File: config.mk
export PLATFORM = sky130hd
export DESIGN_NAME = addr_decode
export DESIGN_NICKNAME = d
export VERILOG_FILES = /design/src/addr_decode_pkg.sv /design/src/addr_decode.sv /design/src/power_qualify.sv
export SDC_FILE = /design/constraint.sdc
export NUM_CORES = 1
export LEC_CHECK = 0
export BUFFER_PORTS_ARGS = -buffer_cell sky130_fd_sc_hd__buf_2
export CORE_AREA = 2 2 111 113
export CTS_BUF_LIST = sky130_fd_sc_hd__clkbuf_2 sky130_fd_sc_hd__clkbuf_4 sky130_fd_sc_hd__clkbuf_8
export DETAILED_ROUTE_END_ITERATION = 10
export DIE_AREA = 0 0 113 115
export PLACE_DENSITY = 0.52
export SLEW_MARGIN = 20
export SYNTH_ARGS = -nofsm -noshare
export SYNTH_HDL_FRONTEND = slang
export SYNTH_SLANG_ARGS = --single-unit
File: constraint.sdc
create_clock -name clk -period 2.05 [get_ports clk]
set_input_delay 0.3075 -clock clk [delete_from_list [all_inputs] [get_ports clk]]
set_output_delay 0.3075 -clock clk [all_outputs]
set_load 0.1 [all_outputs]
File: src/addr_decode_pkg.sv
// Summary of operation
// - Power failure declared only after low-line held continuously for 50 ms.
// - Failure qualification completes within 67 ms of low-line first asserting.
// - Power restored declared only after line-good held continuously for 50 ms.
// - Restoration qualification completes within 67 ms of line-good first asserting.
// - Jumper input high selects configuration one, low selects configuration two.
// - Config one: SRAM 0000-0FFF and 6010-6FFF, module memory 1000-3FFF and 8000-FFFF, 4000-4FFF unassigned.
// - Status 5FFF reads adapter interrupts, reserved, config, downtime timeout, line tick.
// - Status configuration bit reads 0 for config one, 1 for config two.
// - Config two decodes as config one except the internal-memory replacement ranges.
// - Config two routes 0000-3FFF and 7010-7FFF to internal SRAM; 6010-6FFF is SRAM in both configurations.
// - Config two routes 8000-FFFF to on-board boot ROM.
// - Module clock counters read at 700B-700E; valid/reset at 700A and 700F.
// - Read 5000 minutes, 500F seconds; write 5000 clears both counters.
// - Any write to status location clears the pending line tick flag; a line tick in the same cycle wins and leaves it set.
// - Each serial adapter: even address control/status, odd address transmit/receive.
package addr_decode_pkg;

  localparam int unsigned CLK_HZ = 200_000_000;
  localparam int unsigned QUAL_MS = 50;
  localparam int unsigned QUAL_LIMIT_MS = 67;
  localparam int unsigned QUAL_CYCLES = (CLK_HZ / 1000) * QUAL_MS;

  localparam logic [15:0] SRAM_C1_HI = 16'h0fff;
  localparam logic [15:0] LOW_MEM_HI = 16'h3fff;
  localparam logic [15:0] RSV_LO = 16'h4000;
  localparam logic [15:0] RSV_HI = 16'h4fff;
  localparam logic [15:0] DT_MIN_ADDR = 16'h5000;
  localparam logic [15:0] IO_LO = 16'h5001;
  localparam logic [15:0] IO_RD_HI = 16'h5008;
  localparam logic [15:0] IO_WR_HI = 16'h500a;
  localparam logic [15:0] RESTART_ADDR = 16'h5004;
  localparam logic [15:0] DT_SEC_ADDR = 16'h500f;
  localparam logic [15:0] STATUS_ADDR = 16'h5fff;
  localparam logic [15:0] SER_LO = 16'h6000;
  localparam logic [15:0] SER_HI = 16'h6007;
  localparam logic [15:0] SRAM_HI_LO = 16'h6010;
  localparam logic [15:0] SRAM_HI_HI = 16'h6fff;
  localparam logic [15:0] WPROT_ADDR = 16'h7000;
  localparam logic [15:0] ID_LOC_ADDR = 16'h7001;
  localparam logic [15:0] CLK_VALID_A = 16'h700a;
  localparam logic [15:0] CLK_CNT_LO = 16'h700b;
  localparam logic [15:0] CLK_CNT_HI = 16'h700e;
  localparam logic [15:0] CLK_VALID_B = 16'h700f;
  localparam logic [15:0] MOD_MID_LO = 16'h7010;
  localparam logic [15:0] MOD_MID_HI = 16'h7fff;
  localparam logic [15:0] TOP_LO = 16'h8000;

  localparam int unsigned STAT_CFG_BIT = 5;
  localparam int unsigned STAT_DT_BIT = 6;
  localparam int unsigned STAT_TICK_BIT = 7;

  // Chip selects, one pulse-free level per target, registered
  typedef struct packed {
    logic sram;
    logic module_mem;
    logic boot_rom;
    logic downtime_min;
    logic downtime_clear;
    logic downtime_sec;
    logic io_port;
    logic restart;
    logic status;
    logic [3:0] serial_adapter;
    logic serial_data;
    logic write_protect;
    logic module_id;
    logic clock_counter;
    logic clock_valid;
    logic unmapped;
  } sel_t;

  typedef enum logic [2:0] {
    PWR_GOOD = 3'b001,
    PWR_FAIL_WAIT = 3'b010,
    PWR_FAILED = 3'b100
  } pwr_state_t;

endpackage

File: src/addr_decode.sv
`timescale 1ns/1ps
`default_nettype none
module addr_decode #(
  parameter int unsigned QUAL_CYCLES = addr_decode_pkg::QUAL_CYCLES
) (
  input wire logic clk,
  input wire logic rstn,
  input wire logic [15:0] addr,
  input wire logic addr_valid,
  input wire logic rd_wr,
  input wire logic [7:0] wdata,
  input wire logic config_jumper,
  input wire logic [3:0] serial_irq,
  input wire logic downtime_timeout,
  input wire logic line_tick,
  input wire logic [7:0] downtime_minutes_in,
  input wire logic [7:0] downtime_seconds_in,
  input wire logic [7:0] ext_rdata,
  input wire logic line_low,
  input wire logic line_good,
  output addr_decode_pkg::sel_t sel,
  output logic rd_strobe,
  output logic wr_strobe,
  output logic [7:0] rdata,
  output logic downtime_clear,
  output logic [7:0] wdata_out,
  output logic power_failed
);
  logic cfg_two;
  logic tick_q;
  logic wr_status;
  logic rd_access;
  logic wr_access;
  logic [7:0] unit_status;
  logic pf;
  addr_decode_pkg::sel_t sel_d;

  function automatic logic in_rng(input logic [15:0] a, input logic [15:0] lo, input logic [15:0] hi);
    in_rng = (a >= lo) && (a <= hi);
  endfunction

  // ----------------------------------------------------------
  // Parameter check
  // ----------------------------------------------------------
  // Counts below two leave no room between the first sample and the hit compare
  if (QUAL_CYCLES < 2)
  begin : g_qual_check
    $error("QUAL_CYCLES must be at least 2");
  end

  // Ground on the jumper picks configuration two
  assign cfg_two = ~config_jumper;
  assign rd_access = addr_valid && rd_wr;
  assign wr_access = addr_valid && !rd_wr;
  assign wr_status = sel_d.status && wr_access;

  // ----------------------------------------------------------
  // Address decode
  // ----------------------------------------------------------
  // First match wins, so the config-two 0000-3FFF overlay is tested before the config-one map
  always_comb
  begin
    sel_d = '0;
    if (addr_valid)
    begin
      if (cfg_two && addr <= addr_decode_pkg::LOW_MEM_HI)
        sel_d.sram = 1'b1;
      else if (addr <= addr_decode_pkg::SRAM_C1_HI)
        sel_d.sram = 1'b1;
      else if (addr <= addr_decode_pkg::LOW_MEM_HI)
        sel_d.module_mem = 1'b1;
      else if (addr >= addr_decode_pkg::TOP_LO)
      begin
        sel_d.boot_rom = cfg_two;
        sel_d.module_mem = ~cfg_two;
      end
      else if (in_rng(addr, addr_decode_pkg::SRAM_HI_LO, addr_decode_pkg::SRAM_HI_HI))
        sel_d.sram = 1'b1;
      else if (cfg_two && in_rng(addr, addr_decode_pkg::MOD_MID_LO, addr_decode_pkg::MOD_MID_HI))
        sel_d.sram = 1'b1;
      else if (addr == addr_decode_pkg::DT_MIN_ADDR)
      begin
        sel_d.downtime_min = rd_wr;
        sel_d.downtime_clear = ~rd_wr;
      end
      else if (rd_wr && addr == addr_decode_pkg::DT_SEC_ADDR)
        sel_d.downtime_sec = 1'b1;
      else if (rd_wr && addr == addr_decode_pkg::RESTART_ADDR)
      begin
        sel_d.restart = 1'b1;
        sel_d.io_port = 1'b1;
      end
      else if (in_rng(addr, addr_decode_pkg::IO_LO,
                      rd_wr ? addr_decode_pkg::IO_RD_HI : addr_decode_pkg::IO_WR_HI))
        sel_d.io_port = 1'b1;
      else if (addr == addr_decode_pkg::STATUS_ADDR)
        sel_d.status = 1'b1;
      else if (in_rng(addr, addr_decode_pkg::SER_LO, addr_decode_pkg::SER_HI))
      begin
        sel_d.serial_adapter[addr[2:1]] = 1'b1;
        sel_d.serial_data = addr[0];
      end
      else if (addr == addr_decode_pkg::WPROT_ADDR)
      begin
        sel_d.write_protect = ~rd_wr;
        sel_d.module_id = rd_wr;
      end
      else if (rd_wr && addr == addr_decode_pkg::ID_LOC_ADDR)
        sel_d.module_id = 1'b1;
      else if (rd_wr && in_rng(addr, addr_decode_pkg::CLK_CNT_LO, addr_decode_pkg::CLK_CNT_HI))
        sel_d.clock_counter = 1'b1;
      else if (addr == addr_decode_pkg::CLK_VALID_A ||
               (rd_wr && addr == addr_decode_pkg::CLK_VALID_B))
        sel_d.clock_valid = 1'b1;
      else
        sel_d.unmapped = 1'b1; // Reserved space, e.g. 4000-4FFF
    end
  end

  // ----------------------------------------------------------
  // Line tick flag: set wins over the status-write clear
  // A tick lost to a clearing write would stall the software's time base
  // ----------------------------------------------------------
  always_ff @(posedge clk or negedge rstn)
  begin
    if (!rstn)
      tick_q <= 1'b0;
    else if (line_tick)
      tick_q <= 1'b1;
    else if (wr_status)
      tick_q <= 1'b0;
  end

  // ----------------------------------------------------------
  // Status byte; the reserved bit reads as zero
  // ----------------------------------------------------------
  always_comb
  begin
    unit_status = {4'h0, serial_irq};
    unit_status[addr_decode_pkg::STAT_CFG_BIT] = cfg_two;
    unit_status[addr_decode_pkg::STAT_DT_BIT] = downtime_timeout;
    unit_status[addr_decode_pkg::STAT_TICK_BIT] = tick_q;
  end

  // ----------------------------------------------------------
  // Target selects and strobes, one cycle behind the address
  // Selects are registered so every target sees a glitch-free level
  // ----------------------------------------------------------
  always_ff @(posedge clk or negedge rstn)
  begin
    if (!rstn)
    begin
      sel <= '0;
      rd_strobe <= 1'b0;
      wr_strobe <= 1'b0;
    end
    else
    begin
      sel <= sel_d;
      rd_strobe <= rd_access;
      wr_strobe <= wr_access;
    end
  end

  // ----------------------------------------------------------
  // Write path: data and the downtime clear travel with the strobe
  // Write data is passed every cycle; targets qualify it with the strobe
  // ----------------------------------------------------------
  always_ff @(posedge clk or negedge rstn)
  begin
    if (!rstn)
    begin
      downtime_clear <= 1'b0;
      wdata_out <= 8'h00;
    end
    else
    begin
      downtime_clear <= sel_d.downtime_clear;
      wdata_out <= wdata;
    end
  end

  // ----------------------------------------------------------
  // Read data mux; unmapped reads return zero so no stale byte is seen
  // Targets decoded outside this block hand their byte over untouched
  // ----------------------------------------------------------
  always_ff @(posedge clk or negedge rstn)
  begin
    if (!rstn)
      rdata <= 8'h00;
    else if (sel_d.status && rd_wr)
      rdata <= unit_status;
    else if (sel_d.downtime_min)
      rdata <= downtime_minutes_in;
    else if (sel_d.downtime_sec)
      rdata <= downtime_seconds_in;
    else if (sel_d.unmapped)
      rdata <= 8'h00;
    else
      rdata <= ext_rdata;
  end

  // ----------------------------------------------------------
  // Power qualification
  // Both directions share one timer, since failure and restoration never overlap
  // ----------------------------------------------------------
  power_qualify #(
    .QUAL_CYCLES(QUAL_CYCLES)
  ) u_pq (
    .clk(clk),
    .rstn(rstn),
    .line_low(line_low),
    .line_good(line_good),
    .power_failed(pf)
  );

  // Extra flop keeps the output straight from a register; it costs one cycle of the deadline margin
  always_ff @(posedge clk or negedge rstn)
  begin
    if (!rstn)
      power_failed <= 1'b0;
    else
      power_failed <= pf;
  end
endmodule
`default_nettype wire

File: src/power_qualify.sv
`timescale 1ns/1ps
`default_nettype none
module power_qualify #(
  parameter int unsigned QUAL_CYCLES = addr_decode_pkg::QUAL_CYCLES
) (
  input wire logic clk,
  input wire logic rstn,
  input wire logic line_low,
  input wire logic line_good,
  output logic power_failed
);
  localparam int unsigned CW = $clog2(QUAL_CYCLES + 1);

  if (QUAL_CYCLES < 2)
  begin : g_qual_check
    $error("QUAL_CYCLES too small");
  end

  addr_decode_pkg::pwr_state_t state_q;
  logic [CW-1:0] cnt_q;
  logic hit;
  assign hit = (cnt_q == CW'(QUAL_CYCLES - 1));

  // ----------------------------------------------------------
  // Qualification timer: any dropout of the watched level restarts it
  // ----------------------------------------------------------
  always_ff @(posedge clk or negedge rstn)
  begin
    if (!rstn)
    begin
      state_q <= addr_decode_pkg::PWR_GOOD;
      cnt_q <= '0;
      power_failed <= 1'b0;
    end
    else
    begin
      unique case (state_q)
        addr_decode_pkg::PWR_GOOD:
        begin
          cnt_q <= '0;
          if (line_low)
            state_q <= addr_decode_pkg::PWR_FAIL_WAIT;
        end
        addr_decode_pkg::PWR_FAIL_WAIT:
        begin
          if (!line_low)
          begin
            state_q <= addr_decode_pkg::PWR_GOOD;
            cnt_q <= '0;
          end
          else if (hit)
          begin
            state_q <= addr_decode_pkg::PWR_FAILED;
            power_failed <= 1'b1;
            cnt_q <= '0;
          end
          else
            cnt_q <= cnt_q + 1'b1;
        end
        addr_decode_pkg::PWR_FAILED:
        begin
          if (!line_good)
            cnt_q <= '0;
          else if (hit)
          begin
            state_q <= addr_decode_pkg::PWR_GOOD;
            power_failed <= 1'b0;
            cnt_q <= '0;
          end
          else
            cnt_q <= cnt_q + 1'b1;
        end
      endcase
    end
  end
endmodule
`default_nettype wire
==> metrics.md <==
| Metric | Value |
|---|---|
| Max_cap viols | `0` |
| Hold_ws | `0.0673 ns` |
| GP Congestion | `around 0.76` |
| Total number of yosys warnings | `0` |
| Main synth FF type | `dfrtp_1` |
| Core area | `0.0118 mm2` |
| Starting Density | `roughly 27%` |
| Avg WL per Cell | `13.5 um` |
| Post-synthesis cell count | `roughly 330` |
| Worst slew pin tran | `just over 0.6 ns` |
| Diode count | `0` |
| Vias in the first global route | `roughly 2.8k` |
| Largest net degree at the start of global routing | `25` |
| Final setup vio count | `0` |
| Initial DRC count | `115` |
| Area of the mapped netlist | `between 0.003 and 0.004 mm2` |
| H-tree level count | `3` |
| Number of flops mapped to enable cells by yosys | `0` |
| Sequential share of the synthesized area | `52.2%` |
| Hold Vio Cnt, Final | `0` |
| Post-synthesis async set-or-reset flop share | `100%` |
| Root buffer selected by CTS | `clkbuf_8` |
| RSZ-0062 raised after global routing | `no` |
| Clock transition at the registers of the reported paths | `roughly 0.07 ns` |
| Layout Nets | `~510` |
| Setup bufs post-CTS | `0` |
| Final instance area | `about 0.0043 mm2` |
| # fillers | `approximately 1.2k` |
| Dpl hpwl | `6060 um` |
| CP Class | `input pin to flop` |
| Final slew viol count | `0` |
| Critical path data required time | `approximately 2.3 ns` |
| Lkg Pwr | `2.07 nW` |
| # rows | `40` |
| Worst vdd ir | `around 0.27 mV` |
| Worst Path Max Fanout | `9` |
| Period Utilization, post-route | `between 90% and 100%` |
| # DRC | `1` |
| First-pass GRT wire length | `about 14000 um` |
| Global Route Usage Sum | `a little over an eighth` |
| CTS buffer count | `9` |
| Share of cells above drive strength 1 | `36.4%` |
| Worst skew pair latency | `~0.34 ns` |
| Yosys top cell area share | `51.4%` |
| Post-synth top cells | `dfrtp_1 (66), nor2_1 (36), nand2_1 (20)` |
| Die Width | `between 100 and 150 um` |
| Drt via density | `roughly 4.6` |
| Setup TNS | `0 ns` |
| Top-count cell post-synth | `dfrtp_1` |
| CTS tree | `done` |
| Max Fclk | `around 510 MHz` |
| Synth cell types | `48` |
| Grt ovf | `0` |
| DRT antenna net count | `0` |
| Flop and latch count out of synthesis | `67` |
| Tmin final | `roughly 2.0 ns` |
| Max Root-Sink Buffers | `2` |
| Max-slew headroom | `approximately three fifths` |
| Dpl ws | `-0.269 ns` |
| Pwr dens | `around 700 mW/mm2` |
| CTS sink cnt | `67` |
| Area Overhead vs Synth | `33.3%` |
| DRT Wirelength | `around 8000 um` |
| Failing checks | `DRC` |
| Top Ports | `100` |
| Clk_skew | `approximately 0.013 ns` |
| Worst setup SP type | `input pin` |
| Status | `complete, but fails checks` |
| Setup ws final | `about 0.09 ns` |
| Area of the die | `0.0130 mm2` |
| Worst Hold Class | `input pin to flop` |
| PortBufs | `99` |
| Worst path arrival time | `2.23 ns` |
| Die height | `roughly 120 um` |
| Vias after detailed routing | `~2.8k` |
| Crit end category | `flop` |
| Post-Route Utilization | `36.2%` |
| DP Area | `around 0.004 mm2` |
| Initial antenna violation count | `0` |
| Top cells by area, synth | `dfrtp_1 (51%), xor2_1 (4.6%), nor2_1 (4.2%)` |
| Drt first pass iters | `7` |
| Mean Syn Cell Area | `just under 10 um2` |
| Synthesized Nets | `388` |
| Synth area leader | `dfrtp_1` |
-- report_power, final --
part           internal [mW]  switching [mW]  total (mW)
registers               1.38          0.0503        1.43
logic                  0.187           0.392       0.579
clock network          0.497           0.493       0.990
-- layer usage --
metal	part of all wire [%]	global-route usage [%]	vias up
met3	4.6	3.64	11
met1	44	16.7	1302
met4	2.0	5.28	0
met5	0	0	-
met2	49	21.5	73
li1	-	-	1373
-- cells in the final DEF, fill, tap and decap left out, types with 11 or more instances in the layout --
master	instances
and3_1	16
nand3_1	16
buf_4	21
buf_2	99
xor2_1	17
dfrtp_1	66
inv_1	15
a21oi_1	11
nor2_1	36
nand2_1	20
-- critical path, cell delays in order --
cell and delay, ns:
buf_2 0.10, or4_4 0.56, or3_1 0.43, or3_1 0.34, buf_4 0.21, clkinv_8 0.08, a21oi_1 0.05, a21oi_2 0.14
-- worst paths after layout --
path	start	end	slack (ns)	cells after the start
setup / recovery	addr[9]	rdata[7]	0.09	8
hold / removal	wdata[3]	wdata_out[3]	0.07	1
setup reg to reg	u_pq.cnt_q[2]	u_pq.cnt_q[13]	0.28	6
hold reg to reg	u_pq.power_failed	power_failed	0.39	0
max in group asynchronous	rstn	wr_strobe	1.00	3
min in group asynchronous	rstn	rdata[1]	0.50	2
-- area by class of cell --
class | instances | area (um2) | share of cell area, %
sequential | 67 | 1680 | 39.2
multi-input combinational | 226 | 1440 | 33.6
timing repair buffer | 124 | 723 | 16.9
tap | 147 | 184 | 4.30
clock buffer | 12 | 153 | 3.57
inverter | 17 | 76.3 | 1.78
clock inverter | 4 | 26.3 | 0.614
-- logic make-up after synthesis --
family                   share of synthesized area [%]
multiplexers                                     0.351
flip-flops                                        52.2
AND/OR/NAND/NOR                                   24.0
adder cells (fa/ha/maj)                          0.779
XOR/XNOR                                          6.54
buffers and inverters                             4.64
AO/OA/AOI/OAI                                     11.5
-- stage by stage --
stage | power, mW | std cells
finish | 3.00 | 597
global route | 3.17 | 597
CTS | 3.05 | 597
detailed placement | 2.04 | 580
global placement | 2.04 | 580
floorplan | 1.82 | 325
-- state kept, by name (all words and copies together), names as in the netlist --
name               cells
downtime_clear         1
power_failed           1
rd_strobe              1
rdata                  8
sel                   18
tick_q                 1
u_pq.cnt_q            24
u_pq.power_failed      1
u_pq.state_q           3
wdata_out              8
wr_strobe              1
-- repair_timing --
action | CTS | global route
gates resized for setup | 0 | 1
hold buffers | 1 | 0
endpoints found under the setup margin | 0 | 1
hold endpoints to repair | 21 | 0
Note: power is estimated with default switching activity, not from simulation.
